### src/core/ubis_pkg.sv
package ubis_pkg;

  // Register indices; byte address is four times the index
  localparam logic [3:0] UBIS_IDX_BUF    = 4'h0;
  localparam logic [3:0] UBIS_IDX_IRQEN  = 4'h1;
  localparam logic [3:0] UBIS_IDX_IRQST  = 4'h2;
  localparam logic [3:0] UBIS_IDX_LCR    = 4'h3;
  localparam logic [3:0] UBIS_IDX_MCR    = 4'h4;
  localparam logic [3:0] UBIS_IDX_LSR    = 4'h5;
  localparam logic [3:0] UBIS_IDX_MSR    = 4'h6;
  localparam logic [3:0] UBIS_IDX_SCR    = 4'h7;
  localparam logic [3:0] UBIS_IDX_CFG    = 4'h8;
  // Divisor bytes live in set 1 at indices 0 and 1
  localparam logic [3:0] UBIS_IDX_DIVLO  = 4'h0;
  localparam logic [3:0] UBIS_IDX_DIVHI  = 4'h1;

  // Field positions
  localparam int UBIS_LCR_SET1_BIT   = 7;  // Legacy divisor access
  localparam int UBIS_SSR_WRITE_BIT  = 7;  // Advanced: write is a set select
  localparam int UBIS_MCR_IRQ_OE_BIT = 3;
  localparam int UBIS_BCR_FIFO_EN    = 0;
  localparam int UBIS_BCR_RXRST      = 1;
  localparam int UBIS_BCR_TXRST      = 2;
  localparam int UBIS_CFG_FAST       = 0;
  localparam int UBIS_CFG_TURBO      = 1;
  localparam int UBIS_CFG_BANK       = 3;

  // Reset values
  localparam logic [7:0]  UBIS_RST_BYTE = 8'h00;
  localparam logic [15:0] UBIS_RST_DIV  = 16'h000c;
  localparam logic [2:0]  UBIS_RST_SET  = 3'h0;

  // Encoded interrupt identifiers, bit 0 low while pending
  localparam logic [3:0] UBIS_ID_NONE  = 4'h1;
  localparam logic [3:0] UBIS_ID_LINE  = 4'h6;
  localparam logic [3:0] UBIS_ID_RX    = 4'h4;
  localparam logic [3:0] UBIS_ID_TX    = 4'h2;
  localparam logic [3:0] UBIS_ID_MODEM = 4'h0;

  // Timing: 24 MHz source made from core_clk by a fractional accumulator
  localparam int UBIS_CORE_KHZ  = 125000;
  localparam int UBIS_SRC_KHZ   = 24000;
  localparam int UBIS_FAST_KHZ  = 14746;  // 16 x 921600
  localparam int UBIS_PRESCALE  = 13;     // 24 MHz / 13 = 1.8461 MHz

  localparam logic [1:0] UBIS_RESP_OKAY   = 2'b00;
  localparam logic [1:0] UBIS_RESP_SLVERR = 2'b10;

  // Interrupt sources from the rest of the port
  typedef struct packed {
    logic modem_change;
    logic line_error;
    logic tx_empty;
    logic rx_ready;
  } ubis_irq_src_t;

  // Configuration bits
  typedef struct packed {
    logic bank_switch_enable;
    logic turbo_rate_select;
    logic fast_rate_select;
  } ubis_cfg_t;

  typedef enum logic [1:0] {
    UBIS_RD_IDLE = 2'b00,
    UBIS_RD_RESP = 2'b01
  } ubis_rd_state_t;

endpackage

### src/core/ubis_uart_regs.sv
// Register access over AXI4-Lite is this design's own decision.
module ubis_uart_regs
  import ubis_pkg::*;
#(
  parameter int ADDR_W = 6
) (
  // Clock and reset
  input  wire logic                core_clk,
  input  wire logic                rst,
  // AXI4-Lite write address and data
  input  wire logic [ADDR_W-1:0]   s_axi_awaddr,
  input  wire logic                s_axi_awvalid,
  output logic                     s_axi_awready,
  input  wire logic [31:0]         s_axi_wdata,
  input  wire logic [3:0]          s_axi_wstrb,
  input  wire logic                s_axi_wvalid,
  output logic                     s_axi_wready,
  output logic [1:0]               s_axi_bresp,
  output logic                     s_axi_bvalid,
  input  wire logic                s_axi_bready,
  // AXI4-Lite read
  input  wire logic [ADDR_W-1:0]   s_axi_araddr,
  input  wire logic                s_axi_arvalid,
  output logic                     s_axi_arready,
  output logic [31:0]              s_axi_rdata,
  output logic [1:0]               s_axi_rresp,
  output logic                     s_axi_rvalid,
  input  wire logic                s_axi_rready,
  // Port datapath and status, same clock
  input  wire ubis_irq_src_t       irq_src,
  input  wire logic [7:0]          rx_data,
  input  wire logic [7:0]          line_status_in,
  input  wire logic [7:0]          modem_status_in,
  // Strobes toward the port
  output logic                     rx_read_q,
  output logic                     tx_write_q,
  output logic [7:0]               tx_data_q,
  output logic                     line_status_rd_q,
  output logic                     modem_status_rd_q,
  output logic                     irq_ident_rd_q,
  output logic                     rx_fifo_clr_q,
  output logic                     tx_fifo_clr_q,
  // Control toward the port
  output logic [7:0]               line_ctrl_q,
  output logic [7:0]               modem_ctrl_q,
  output logic [7:0]               buffer_ctrl_q,
  output logic                     advanced_mode_q,
  output logic [2:0]               set_select_q,
  output logic                     baud16_q,
  output logic                     irq_q
);

  localparam logic [16:0] ACC_MOD  = 17'(UBIS_CORE_KHZ);
  localparam logic [16:0] ACC_SRC  = 17'(UBIS_SRC_KHZ);
  localparam logic [16:0] ACC_FAST = 17'(UBIS_FAST_KHZ);
  localparam logic [3:0]  PRE_TOP  = 4'(UBIS_PRESCALE - 1);

  // Register state
  logic [3:0]   irq_en_q;
  logic [7:0]   scratch_q;
  logic [15:0]  divisor_q;
  ubis_cfg_t    cfg_q;
  logic [2:0]   set_q;

  // Write channel holding
  logic              aw_held_q;
  logic [ADDR_W-1:0] aw_addr_q;
  logic              w_held_q;
  logic [31:0]       w_data_q;
  logic              w_strb0_q;
  logic              bvalid_q;
  logic [1:0]        bresp_q;

  // Read channel
  ubis_rd_state_t    rd_state_q;
  logic [31:0]       rdata_q;
  logic [1:0]        rresp_q;

  // Map a byte address to a register index; misaligned or high bits give an illegal index
  function automatic logic [4:0] reg_index(input logic [ADDR_W-1:0] addr);
    logic [4:0] idx;
    idx = 5'h1f;
    if (addr[1:0] == 2'b00 && addr[ADDR_W-1:2] <= (ADDR_W-2)'(UBIS_IDX_CFG)) begin
      idx = {1'b0, 4'(addr[ADDR_W-1:2])};
    end
    return idx;
  endfunction

  // Effective set: legacy mode uses the line control divisor bit to reach set 1
  function automatic logic [2:0] active_set(input logic adv, input logic [2:0] sel, input logic [7:0] lcr);
    logic [2:0] s;
    s = 3'h0;
    if (adv) begin
      s = sel;
    end else if (lcr[UBIS_LCR_SET1_BIT]) begin
      s = 3'h1;
    end
    return s;
  endfunction

  // Highest-priority pending enabled source, encoded
  function automatic logic [3:0] encode_irq(input logic [3:0] pend);
    logic [3:0] id;
    id = UBIS_ID_NONE;
    if (pend[2]) begin
      id = UBIS_ID_LINE;
    end else if (pend[0]) begin
      id = UBIS_ID_RX;
    end else if (pend[1]) begin
      id = UBIS_ID_TX;
    end else if (pend[3]) begin
      id = UBIS_ID_MODEM;
    end
    return id;
  endfunction

  logic        wr_fire;
  logic [4:0]  wr_idx;
  logic [2:0]  cur_set;
  logic [3:0]  pending;
  logic        wr_set0;
  logic        wr_set1;
  logic        wr_map;

  assign wr_fire = aw_held_q && w_held_q && !bvalid_q;
  assign wr_idx  = reg_index(aw_addr_q);
  assign cur_set = active_set(cfg_q.bank_switch_enable, set_q, line_ctrl_q);
  // Each source is masked by its own enable bit
  assign pending = {irq_src.modem_change, irq_src.line_error,
                    irq_src.tx_empty, irq_src.rx_ready} & irq_en_q;
  // Byte lane 0 carries every register; other lanes are ignored
  assign wr_map  = wr_fire && w_strb0_q && !wr_idx[4];
  assign wr_set0 = wr_map && cur_set == 3'h0;
  assign wr_set1 = wr_map && cur_set == 3'h1;

  // Address and data are taken in either order and held until the write fires
  always_ff @(posedge core_clk or posedge rst) begin
    if (rst) begin
      aw_held_q <= 1'b0;
      aw_addr_q <= '0;
      w_held_q  <= 1'b0;
      w_data_q  <= 32'h0000_0000;
      w_strb0_q <= 1'b0;
    end else begin
      if (s_axi_awvalid && s_axi_awready) begin
        aw_held_q <= 1'b1;
        aw_addr_q <= s_axi_awaddr;
      end else if (wr_fire) begin
        aw_held_q <= 1'b0;
      end
      if (s_axi_wvalid && s_axi_wready) begin
        w_held_q  <= 1'b1;
        w_data_q  <= s_axi_wdata;
        w_strb0_q <= s_axi_wstrb[0];
      end else if (wr_fire) begin
        w_held_q <= 1'b0;
      end
    end
  end

  assign s_axi_awready = !aw_held_q;
  assign s_axi_wready  = !w_held_q;
  assign s_axi_bvalid  = bvalid_q;
  assign s_axi_bresp   = bresp_q;

  // Write response; an unmapped index answers SLVERR
  always_ff @(posedge core_clk or posedge rst) begin
    if (rst) begin
      bvalid_q <= 1'b0;
      bresp_q  <= UBIS_RESP_OKAY;
    end else if (wr_fire) begin
      bvalid_q <= 1'b1;
      bresp_q  <= wr_idx[4] ? UBIS_RESP_SLVERR : UBIS_RESP_OKAY;
    end else if (s_axi_bready) begin
      bvalid_q <= 1'b0;
    end
  end

  // Interrupt enables; only the low four bits exist
  always_ff @(posedge core_clk or posedge rst) begin
    if (rst) begin
      irq_en_q <= 4'h0;
    end else if (wr_set0 && wr_idx[3:0] == UBIS_IDX_IRQEN) begin
      irq_en_q <= w_data_q[3:0];
    end
  end

  // Scratch byte, no side effects
  always_ff @(posedge core_clk or posedge rst) begin
    if (rst) begin
      scratch_q <= UBIS_RST_BYTE;
    end else if (wr_set0 && wr_idx[3:0] == UBIS_IDX_SCR) begin
      scratch_q <= w_data_q[7:0];
    end
  end

  // Modem control and buffer control; buffer clear bits fall back by themselves
  always_ff @(posedge core_clk or posedge rst) begin
    if (rst) begin
      modem_ctrl_q  <= UBIS_RST_BYTE;
      buffer_ctrl_q <= UBIS_RST_BYTE;
    end else begin
      if (wr_set0 && wr_idx[3:0] == UBIS_IDX_MCR) begin
        modem_ctrl_q <= w_data_q[7:0];
      end
      if (wr_set0 && wr_idx[3:0] == UBIS_IDX_IRQST) begin
        buffer_ctrl_q <= w_data_q[7:0];
      end else begin
        buffer_ctrl_q[UBIS_BCR_RXRST] <= 1'b0;
        buffer_ctrl_q[UBIS_BCR_TXRST] <= 1'b0;
      end
    end
  end

  // Offset 3 is decoded in every set so the active set can always be changed
  always_ff @(posedge core_clk or posedge rst) begin
    if (rst) begin
      line_ctrl_q <= UBIS_RST_BYTE;
      set_q       <= UBIS_RST_SET;
    end else if (wr_map && wr_idx[3:0] == UBIS_IDX_LCR) begin
      if (cfg_q.bank_switch_enable && w_data_q[UBIS_SSR_WRITE_BIT]) begin
        set_q <= w_data_q[2:0];
      end else begin
        line_ctrl_q <= w_data_q[7:0];
        set_q       <= UBIS_RST_SET;
      end
    end
  end

  // Configuration bits sit outside the set scheme at index 8
  always_ff @(posedge core_clk or posedge rst) begin
    if (rst) begin
      cfg_q <= '0;
    end else if (wr_map && wr_idx[3:0] == UBIS_IDX_CFG) begin
      cfg_q.fast_rate_select   <= w_data_q[UBIS_CFG_FAST];
      cfg_q.turbo_rate_select  <= w_data_q[UBIS_CFG_TURBO];
      cfg_q.bank_switch_enable <= w_data_q[UBIS_CFG_BANK];
    end
  end

  // Divisor bytes are reached through set 1
  always_ff @(posedge core_clk or posedge rst) begin
    if (rst) begin
      divisor_q <= UBIS_RST_DIV;
    end else if (wr_set1) begin
      if (wr_idx[3:0] == UBIS_IDX_DIVLO) begin
        divisor_q[7:0] <= w_data_q[7:0];
      end else if (wr_idx[3:0] == UBIS_IDX_DIVHI) begin
        divisor_q[15:8] <= w_data_q[7:0];
      end
    end
  end

  // Port strobes from writes: transmit byte and buffer clears
  always_ff @(posedge core_clk or posedge rst) begin
    if (rst) begin
      tx_write_q    <= 1'b0;
      tx_data_q     <= UBIS_RST_BYTE;
      rx_fifo_clr_q <= 1'b0;
      tx_fifo_clr_q <= 1'b0;
    end else begin
      tx_write_q    <= wr_set0 && wr_idx[3:0] == UBIS_IDX_BUF;
      rx_fifo_clr_q <= wr_set0 && wr_idx[3:0] == UBIS_IDX_IRQST && w_data_q[UBIS_BCR_RXRST];
      tx_fifo_clr_q <= wr_set0 && wr_idx[3:0] == UBIS_IDX_IRQST && w_data_q[UBIS_BCR_TXRST];
      if (wr_set0 && wr_idx[3:0] == UBIS_IDX_BUF) begin
        tx_data_q <= w_data_q[7:0];
      end
    end
  end

  // Read data mux; sets 2 to 7 hold only the set select and configuration bits and read zero elsewhere
  logic [7:0] rd_byte;
  logic [4:0] rd_idx;
  logic [2:0] rd_set;
  assign rd_idx = reg_index(s_axi_araddr);
  assign rd_set = cur_set;

  always_comb begin
    rd_byte = 8'h00;
    if (rd_idx[3:0] == UBIS_IDX_CFG) begin
      rd_byte = {4'h0, cfg_q.bank_switch_enable, 1'b0, cfg_q.turbo_rate_select, cfg_q.fast_rate_select};
    end else if (rd_idx[3:0] == UBIS_IDX_LCR) begin
      rd_byte = cfg_q.bank_switch_enable ? {5'h00, set_q} : line_ctrl_q;
    end else if (rd_set == 3'h1) begin
      case (rd_idx[3:0])
        UBIS_IDX_DIVLO: rd_byte = divisor_q[7:0];
        UBIS_IDX_DIVHI: rd_byte = divisor_q[15:8];
        default:        rd_byte = 8'h00;
      endcase
    end else if (rd_set == 3'h0) begin
      case (rd_idx[3:0])
        UBIS_IDX_BUF:   rd_byte = rx_data;
        UBIS_IDX_IRQEN: rd_byte = {4'h0, irq_en_q};
        UBIS_IDX_IRQST: begin
          if (cfg_q.bank_switch_enable) begin
            rd_byte = {4'h0, pending};
          end else begin
            rd_byte = {{2{buffer_ctrl_q[UBIS_BCR_FIFO_EN]}}, 2'b00, encode_irq(pending)};
          end
        end
        UBIS_IDX_MCR:   rd_byte = modem_ctrl_q;
        UBIS_IDX_LSR:   rd_byte = line_status_in;
        UBIS_IDX_MSR:   rd_byte = modem_status_in;
        UBIS_IDX_SCR:   rd_byte = scratch_q;
        default:        rd_byte = 8'h00;
      endcase
    end
  end

  // Read channel: address taken when idle, data one cycle later held until taken
  always_ff @(posedge core_clk or posedge rst) begin
    if (rst) begin
      rd_state_q <= UBIS_RD_IDLE;
      rdata_q    <= 32'h0000_0000;
      rresp_q    <= UBIS_RESP_OKAY;
    end else begin
      case (rd_state_q)
        UBIS_RD_IDLE: begin
          if (s_axi_arvalid) begin
            rd_state_q <= UBIS_RD_RESP;
            rdata_q    <= {24'h000000, rd_byte};
            rresp_q    <= rd_idx[4] ? UBIS_RESP_SLVERR : UBIS_RESP_OKAY;
          end
        end
        UBIS_RD_RESP: begin
          if (s_axi_rready) begin
            rd_state_q <= UBIS_RD_IDLE;
          end
        end
        default: rd_state_q <= UBIS_RD_IDLE;
      endcase
    end
  end

  assign s_axi_arready = rd_state_q == UBIS_RD_IDLE;
  assign s_axi_rvalid  = rd_state_q == UBIS_RD_RESP;
  assign s_axi_rdata   = rdata_q;
  assign s_axi_rresp   = rresp_q;

  // Read side effects reach the port as one-cycle strobes so it can clear its flags
  always_ff @(posedge core_clk or posedge rst) begin
    if (rst) begin
      rx_read_q         <= 1'b0;
      line_status_rd_q  <= 1'b0;
      modem_status_rd_q <= 1'b0;
      irq_ident_rd_q    <= 1'b0;
    end else begin
      rx_read_q         <= s_axi_arvalid && s_axi_arready && rd_set == 3'h0 && rd_idx == 5'(UBIS_IDX_BUF);
      line_status_rd_q  <= s_axi_arvalid && s_axi_arready && rd_set == 3'h0 && rd_idx == 5'(UBIS_IDX_LSR);
      modem_status_rd_q <= s_axi_arvalid && s_axi_arready && rd_set == 3'h0 && rd_idx == 5'(UBIS_IDX_MSR);
      irq_ident_rd_q    <= s_axi_arvalid && s_axi_arready && rd_set == 3'h0 && rd_idx == 5'(UBIS_IDX_IRQST);
    end
  end

  // Mode outputs for the buffers and flow control outside
  always_ff @(posedge core_clk or posedge rst) begin
    if (rst) begin
      advanced_mode_q <= 1'b0;
      set_select_q    <= UBIS_RST_SET;
    end else begin
      advanced_mode_q <= cfg_q.bank_switch_enable;
      set_select_q    <= cur_set;
    end
  end

  // Interrupt output: any enabled source, gated by the modem control output enable
  always_ff @(posedge core_clk or posedge rst) begin
    if (rst) begin
      irq_q <= 1'b0;
    end else begin
      irq_q <= (|pending) && modem_ctrl_q[UBIS_MCR_IRQ_OE_BIT];
    end
  end

  // Fractional accumulator: turbo and normal tick at 24 MHz, fast at 14.746 MHz.
  // The ticks jitter by one core cycle; the 16x oversampling absorbs it.
  logic [16:0] acc_q;
  logic [16:0] acc_step;
  logic [17:0] acc_sum;
  logic        src_tick;
  assign acc_step = (cfg_q.fast_rate_select && !cfg_q.turbo_rate_select) ? ACC_FAST : ACC_SRC;
  assign acc_sum  = {1'b0, acc_q} + {1'b0, acc_step};
  assign src_tick = acc_sum >= {1'b0, ACC_MOD};

  always_ff @(posedge core_clk or posedge rst) begin
    if (rst) begin
      acc_q <= 17'h00000;
    end else if (src_tick) begin
      acc_q <= 17'(acc_sum - {1'b0, ACC_MOD});
    end else begin
      acc_q <= acc_sum[16:0];
    end
  end

  // Prescaler by 13 makes the 1.8461 MHz tick; high speed modes bypass it
  logic [3:0] pre_q;
  logic       high_speed;
  logic       div_tick;
  assign high_speed = cfg_q.turbo_rate_select || cfg_q.fast_rate_select;
  assign div_tick   = src_tick && (high_speed || pre_q == PRE_TOP);

  always_ff @(posedge core_clk or posedge rst) begin
    if (rst) begin
      pre_q <= 4'h0;
    end else if (src_tick) begin
      pre_q <= (pre_q == PRE_TOP) ? 4'h0 : pre_q + 4'h1;
    end
  end

  // Divisor counter; a divisor write restarts the period so the new rate takes hold at once.
  // A zero divisor is outside the legal range and behaves as one.
  logic [15:0] div_cnt_q;
  logic        div_wr;
  assign div_wr = wr_set1 && (wr_idx[3:0] == UBIS_IDX_DIVLO || wr_idx[3:0] == UBIS_IDX_DIVHI);

  always_ff @(posedge core_clk or posedge rst) begin
    if (rst) begin
      div_cnt_q <= 16'h0001;
      baud16_q  <= 1'b0;
    end else if (div_wr) begin
      div_cnt_q <= 16'h0001;
      baud16_q  <= 1'b0;
    end else if (div_tick) begin
      if (div_cnt_q >= divisor_q) begin
        div_cnt_q <= 16'h0001;
        baud16_q  <= 1'b1;
      end else begin
        div_cnt_q <= div_cnt_q + 16'h0001;
        baud16_q  <= 1'b0;
      end
    end else begin
      baud16_q <= 1'b0;
    end
  end

endmodule

### config.mk
export PLATFORM = sky130hd
export DESIGN_NAME = ubis_uart_regs
export DESIGN_NICKNAME = d
export VERILOG_FILES = /design/src/core/ubis_pkg.sv /design/src/core/ubis_uart_regs.sv
export SDC_FILE = /design/constraint.sdc
export NUM_CORES = 1
export LEC_CHECK = 0
export BUFFER_PORTS_ARGS = -buffer_cell sky130_fd_sc_hd__buf_2
export CAP_MARGIN = 15
export CORE_MARGIN = 2
export CORE_UTILIZATION = 60
export CTS_CLUSTER_SIZE = 28
export DETAILED_ROUTE_END_ITERATION = 6
export GPL_TIMING_DRIVEN = 0
export PLACE_DENSITY = 0.87
export SYNTH_ARGS = -nofsm -noshare
export SYNTH_HDL_FRONTEND = slang
export SYNTH_SLANG_ARGS = --single-unit
export TNS_END_PERCENT = 5
### constraint.sdc
create_clock -name core_clk -period 6.5 [get_ports core_clk]
set_input_delay 0.325 -clock core_clk [delete_from_list [all_inputs] [get_ports core_clk]]
set_output_delay 0.325 -clock core_clk [all_outputs]
set_load 0.02 [all_outputs]
Yosys cells after proc, flatten, opt, wreduce, memory -nomap -nowiden. Cells that the tools add are included.

Bits of input ports: 83. Flip-flop bits (word level): 148. Output and inout port bits: 86. Memories kept: 0. Word-level logic and storage cells: 162. Bits in latches: 0. ROM bits: 0. RAM bits: 0.

Shift operators: 0. Muxes and demuxes: 37. Magnitude comparators: 4. Reduce and logical (&&, ||, !) cells: 55. Divide/modulo/power cells: 0. $add $sub $neg: 4. Eq/ne operators: 22. Multipliers: 0. Bitwise gates (word level): 3.

Operator list (number): $pmux W8 S7 (1); $mux W16 (3); $mux W8 (6); $logic_and A1 B1 Y1 (30); $eq A4 B3 Y1 const B (6); $add A17 B15 Y18 (1); $ge A18 B17 Y1 const B (1); $mux W17 (1); $sub A17 B17 Y17 const B (1); $add A16 B1 Y16 const B (1); $eq A4 B2 Y1 const B (4); $ge A16 B16 Y1 (1); $pmux W8 S2 (1); $mux W15 (1); $eq A4 B4 Y1 const B (3); $mux W2 (6); $mux W3 (4); $eq A5 B3 Y1 const B (2); $mux W1 (10); $mux W5 (2); $eq A4 B1 Y1 const B (2); $le A4 B4 Y1 const B (2); $logic_not A4 Y1 (2); $reduce_and A2 Y1 (4); other kinds (18) (30).

Longest topological paths before layout.
Depth in word-level cells: 11. Depth in mapped cells: 17.

Worst setup path after synthesis. Ideal clock, no wire load.

Path type: flip-flop to flip-flop. Start: reg cfg_q[0] (netlist name). End: reg div_cnt_q[3]. Cell stages (with the launch flop): 17. Slack: 3122 ps. Arrival time: 3300 ps. Required time: 6422 ps. Period minus slack after synthesis: 3378 ps. Buffers on the path: 3. Path through: dfrtp_1 -> nor2b_2 -> buf_4 -> and2_1 -> ha_1 -> clkbuf_1 -> xnor2_1 -> xnor2_1 -> ha_1 -> nor3b_1 -> and3b_1 -> a31oi_1 -> a41oi_2 -> a31oi_1 -> buf_2 -> or4_1 -> a21oi_1.

Longest elaborated chain between the ends: 6. Elaborated cells on any way between the ends: 8.

RTL lines: start: declaration (line ubis_uart_regs.sv:62) `ubis_cfg_t cfg_q;`; $logic_and A1 B1 Y1 (line ubis_uart_regs.sv:381) `assign acc_step = (cfg_q.fast_rate_select && !cfg_q.turbo_rate_select) ? ACC_FAST : ACC_SRC;`; $mux W15 (line ubis_uart_regs.sv:381); $add A17 B15 Y18 (line ubis_uart_regs.sv:382) `assign acc_sum = {1'b0, acc_q} + {1'b0, acc_step};`; $ge A18 B17 Y1 (line ubis_uart_regs.sv:383) `assign src_tick = acc_sum >= {1'b0, ACC_MOD};`; $logic_and A1 B1 Y1 (*) (line ubis_uart_regs.sv:400) `assign div_tick = src_tick && (high_speed || pre_q == PRE_TOP);`; $reduce_bool A2 Y1 (no source line) (*); end signal: assignment (line ubis_uart_regs.sv:428) `div_cnt_q <= div_cnt_q + 16'h0001;`; end: declaration (line ubis_uart_regs.sv:412) `logic [15:0] div_cnt_q;`.

Every way passes the cells marked *; elsewhere a longest branch is shown, timed or not. A chain may end at the register's enable or synchronous reset.

Worst setup path after layout. Same ends and word-level chain as after synthesis.

==> flow_summary_export.csv <==
group,metric,value,unit
timing,finalHoldViolations,0,
logic_synthesis,synth_cell_types,74,
logic_synthesis,yosysTopAreaCellShare,43.6,%
global_routing,grt_usage,29.3,%
global_routing,busiest_layer,"met2",
worst_setup_path,worst-path-max-fanout,10,
finish,nNetsFinal,1070,
clocking,cts_tree,"built",
floorplan,start_util,60.7,%
clocking,cts.clk_slew.worst_paths,60,ps
finish,layout_common_cells,"139 x dfrtp_1, 118 x buf_2, 70 x nand2_1",
timing,finalSetupTns,0,ps
clocking,root_buffer,"clkbuf_16",
global_routing,grt_max_degree,93,
global_routing,grt-ovfl-total,0,
timing,slew_violations,0,
floorplan,die_w,119,µm
logic_synthesis,ys.flop_type,"dfrtp_1",
global_routing,grt_util_met3,6.37,%
clocking,post_cts_buffers,0,
floorplan,dieHeight,119,µm
placed_design,gp_congestion,0.956,
global_routing,grt_pass1_vias,6620,
worst_setup_path,crit_path_top_delay_cell,"or4_1",
finish,antenna_cells,0,
power_and_ir_drop,sw_frac_of_total,42.4,%
global_routing,antenna_found_initial,0,
placed_design,dp_hpwl,14800,µm
clocking,clk_latency,440,ps
timing,period_minus_slack,4030,ps
worst_setup_path,cp_slowest_stage_delay,500,ps
routing,ant_nets,0,
floorplan,io_pins,169,
worst_setup_path,arrival,4380,ps
finish,final_common_cell,"dfrtp_1",
status,status,"completed",
logic_synthesis,ys_seq_area_share,44.6,%
power_and_ir_drop,seq_power_share,33.9,%
placed_design,io_buffer_count,114,
floorplan,rows,42,
power_and_ir_drop,pwr_density_cell,429,nW/µm²
logic_synthesis,synthCells,802,
worst_setup_path,worstSetupPathType,"flip-flop to flip-flop",
routing,drc,0,
routing,drt-initial-drc-count,889,
floorplan,core_area,13100,µm²
timing,max_freq,248,MHz
logic_synthesis,synth_seq_cells,142,
logic_synthesis,syn_area,7980,µm²
logic_synthesis,yosys.area.top_type,"dfrtp_1",
global_routing,grt_util_met2,47.3,%
worst_setup_path,cp-end-kind,"flip-flop",
run,maxCapViolations,0,
routing,dr.pass1.iters,5,
routing,vias,6966,
clocking,clock_path_buffers,2,
worst_setup_path,cp.buffers_inverters,3,
routing,routedWlPerCell,17.8,µm
worst_setup_path,crit_chain,"nor2b_2 > buf_4 > and2_1 > ha_1 > clkbuf_1 > xnor2_1 > xnor2_1 > ha_1 > nor3b_1 > and3b_1 > a31oi_1 > a41oi_2 > a31oi_1 > buf_2 > or4_1 > a21oi_1",
timing,grt_setup_unrepaired,"false",
clocking,htree_levels,4,
power_and_ir_drop,power_frac_clock,23.6,%
floorplan,dieArea,14200,µm²
power_and_ir_drop,leakage,4.54,nW
timing,slew_headroom,29.7,%
power_and_ir_drop,comb_power_share,42.4,%
global_routing,grt_pass1_wl,32900,µm
clocking,numCtsBuffers,17,
routing,vias_per_cell,6.05,
placed_design,dp_slack,2540,ps
timing,post-route-period-util,62.0,%
logic_synthesis,synth_edf_count,0,
timing,finalSetupViolations,0,
worst_setup_path,path_delay_family,"simple AND/OR/NAND/NOR gates",
worst_setup_path,critPathLaunchType,"flip-flop",
finish,utilization,72.3,%
power_and_ir_drop,vdd_drop_max,0.323,mV
clocking,cts.sinks,142,
timing,finClkSkew,9.81,ps
finish,syn2layout_area_growth,19.0,%
logic_synthesis,syn_avg_cell_area,9.95,µm²
worst_setup_path,required,6850,ps
power_and_ir_drop,cell_internal_pwr,2.35,mW
timing,tightest_slew,1050,ps
logic_synthesis,synthTopCellsByArea,"dfrtp_1 44%, mux2_2 9.3%, ha_1 3.9%",
logic_synthesis,yosysWarnings,0,
timing,fin_ws,2470,ps
global_routing,met1_usage,38.4,%
routing,wirelength,20500,µm
power_and_ir_drop,p_switching,1.73,mW
finish,drive_gt1_share,27.8,%
hold_path,hold_path.class,"input port to flip-flop",
logic_synthesis,synthArstFlopShare,100,%
path summary, 6_finish.rpt:
kind                               from              end  slack [ps]  cells past startpoint
max                            cfg_q[0]     div_cnt_q[3]        2470                     16
min                        s_axi_rready    rd_state_q[0]          80                      2
max reg2reg                    cfg_q[0]     div_cnt_q[3]        2470                     16
min reg2reg                    cfg_q[2]  advanced_mode_q         420                      0
max in group asynchronous           rst   s_axi_rdata[4]        5250                      4
min in group asynchronous           rst         baud16_q         470                      3
power by group through the flow:
stage / registers [mW] / clock network, mW / logic, mW
2_1_floorplan: 1.44 / 0 / 1.14
3_3_place_gp: 1.37 / 0 / 1.64
3_5_place_dp: 1.39 / 0 / 1.70
4_1_cts: 1.38 / 0.974 / 1.71
5_1_grt: 1.41 / 1.01 / 1.88
6_report: 1.38 / 0.964 / 1.73
registers in the layout, indices dropped and copies added (netlist names), 3 cells and up:
signal         flops
modem_ctrl_q       8
s_axi_rdata        8
aw_addr_q          6
acc_q             16
cfg_q              3
set_q              3
w_data_q           8
divisor_q         16
scratch_q          8
div_cnt_q         16
pre_q              4
tx_data_q          8
line_ctrl_q        8
irq_en_q           4
buffer_ctrl_q      8
set_select_q       3
synthesized netlist by cell type, drive strengths merged, types with 4 or more instances:
cell,number
dfrtp,139
nand2,70
mux2,66
o21ai,64
nor2,54
buf,38
a21oi,35
inv,31
clkbuf,30
ha,25
nand3,19
xnor2,18
nor2b,14
nor3,13
nand4,11
a21o,10
a31oi,10
and2,10
and3,10
mux2i,9
o31ai,9
xor2,9
nand2b,8
o211ai,7
or3,7
or4,7
or4b,7
a222oi,5
o22ai,5
a221oi,4
a22oi,4
mux4,4
nor4,4
o21a,4
cells by family after synthesis:
logic type               share of synthesized area (%)
AO/OA/AOI/OAI                                     14.6
XOR/XNOR                                          3.06
adder cells (fa/ha/maj)                           3.92
buffers and inverters                             6.21
flip-flops                                        44.6
multiplexers                                      11.6
other                                           0.0470
AND/OR/NAND/NOR                                   16.0
stage by stage:
| step | total power, mW | cell area, µm² | instances | hold slack, ps |
|---|---|---|---|---|
| 2_1_floorplan | 2.59 | 8070 | 827 | 365 |
| 4_1_cts | 4.06 | 9490 | 1151 | 76.4 |
| 3_3_place_gp | 3.02 | 8860 | 1117 | 400 |
| 5_1_grt | 4.30 | 9490 | 1151 | 84.0 |
| 3_5_place_dp | 3.08 | 8890 | 1118 | 390 |
| 6_report | 4.08 | 9490 | 1151 | 82.7 |
what timing repair did:
action / in CTS / in global routing
endpoints found under the hold margin: 47 / 0
gates resized for setup: 0 / 0
hold buffers: 1 / 0
area by class of cell:
type                    instances  area (µm²)
plain buffers                  68         379
clock buffers                  17         425
clock inverters                15         163
fillers                       940        3640
inverters                      31         121
multi-input cells             586        4020
flip-flops and latches        142        3560
well taps                     176         220
repair buffers                116         608
per-layer routing:
layer | routed length (µm) | up-vias
met5 | 0 | -
met4 | 704 | 0
met3 | 1540 | 69
met2 | 10000 | 377
li1 | - | 3173
met1 | 8240 | 3347
worst reg2reg max path, cell delays in order (launching register included):
cell	delay (ps)
dfrtp_1	390
nor2b_2	270
buf_4	220
and2_1	140
ha_1	130
clkbuf_1	280
xnor2_1	150
xnor2_1	330
ha_1	210
nor3b_1	250
and3b_1	200
a31oi_1	70
a41oi_2	260
a31oi_1	160
buf_2	210
or4_1	500
a21oi_1	180
Note: power is estimated with default switching activity, not from simulation.
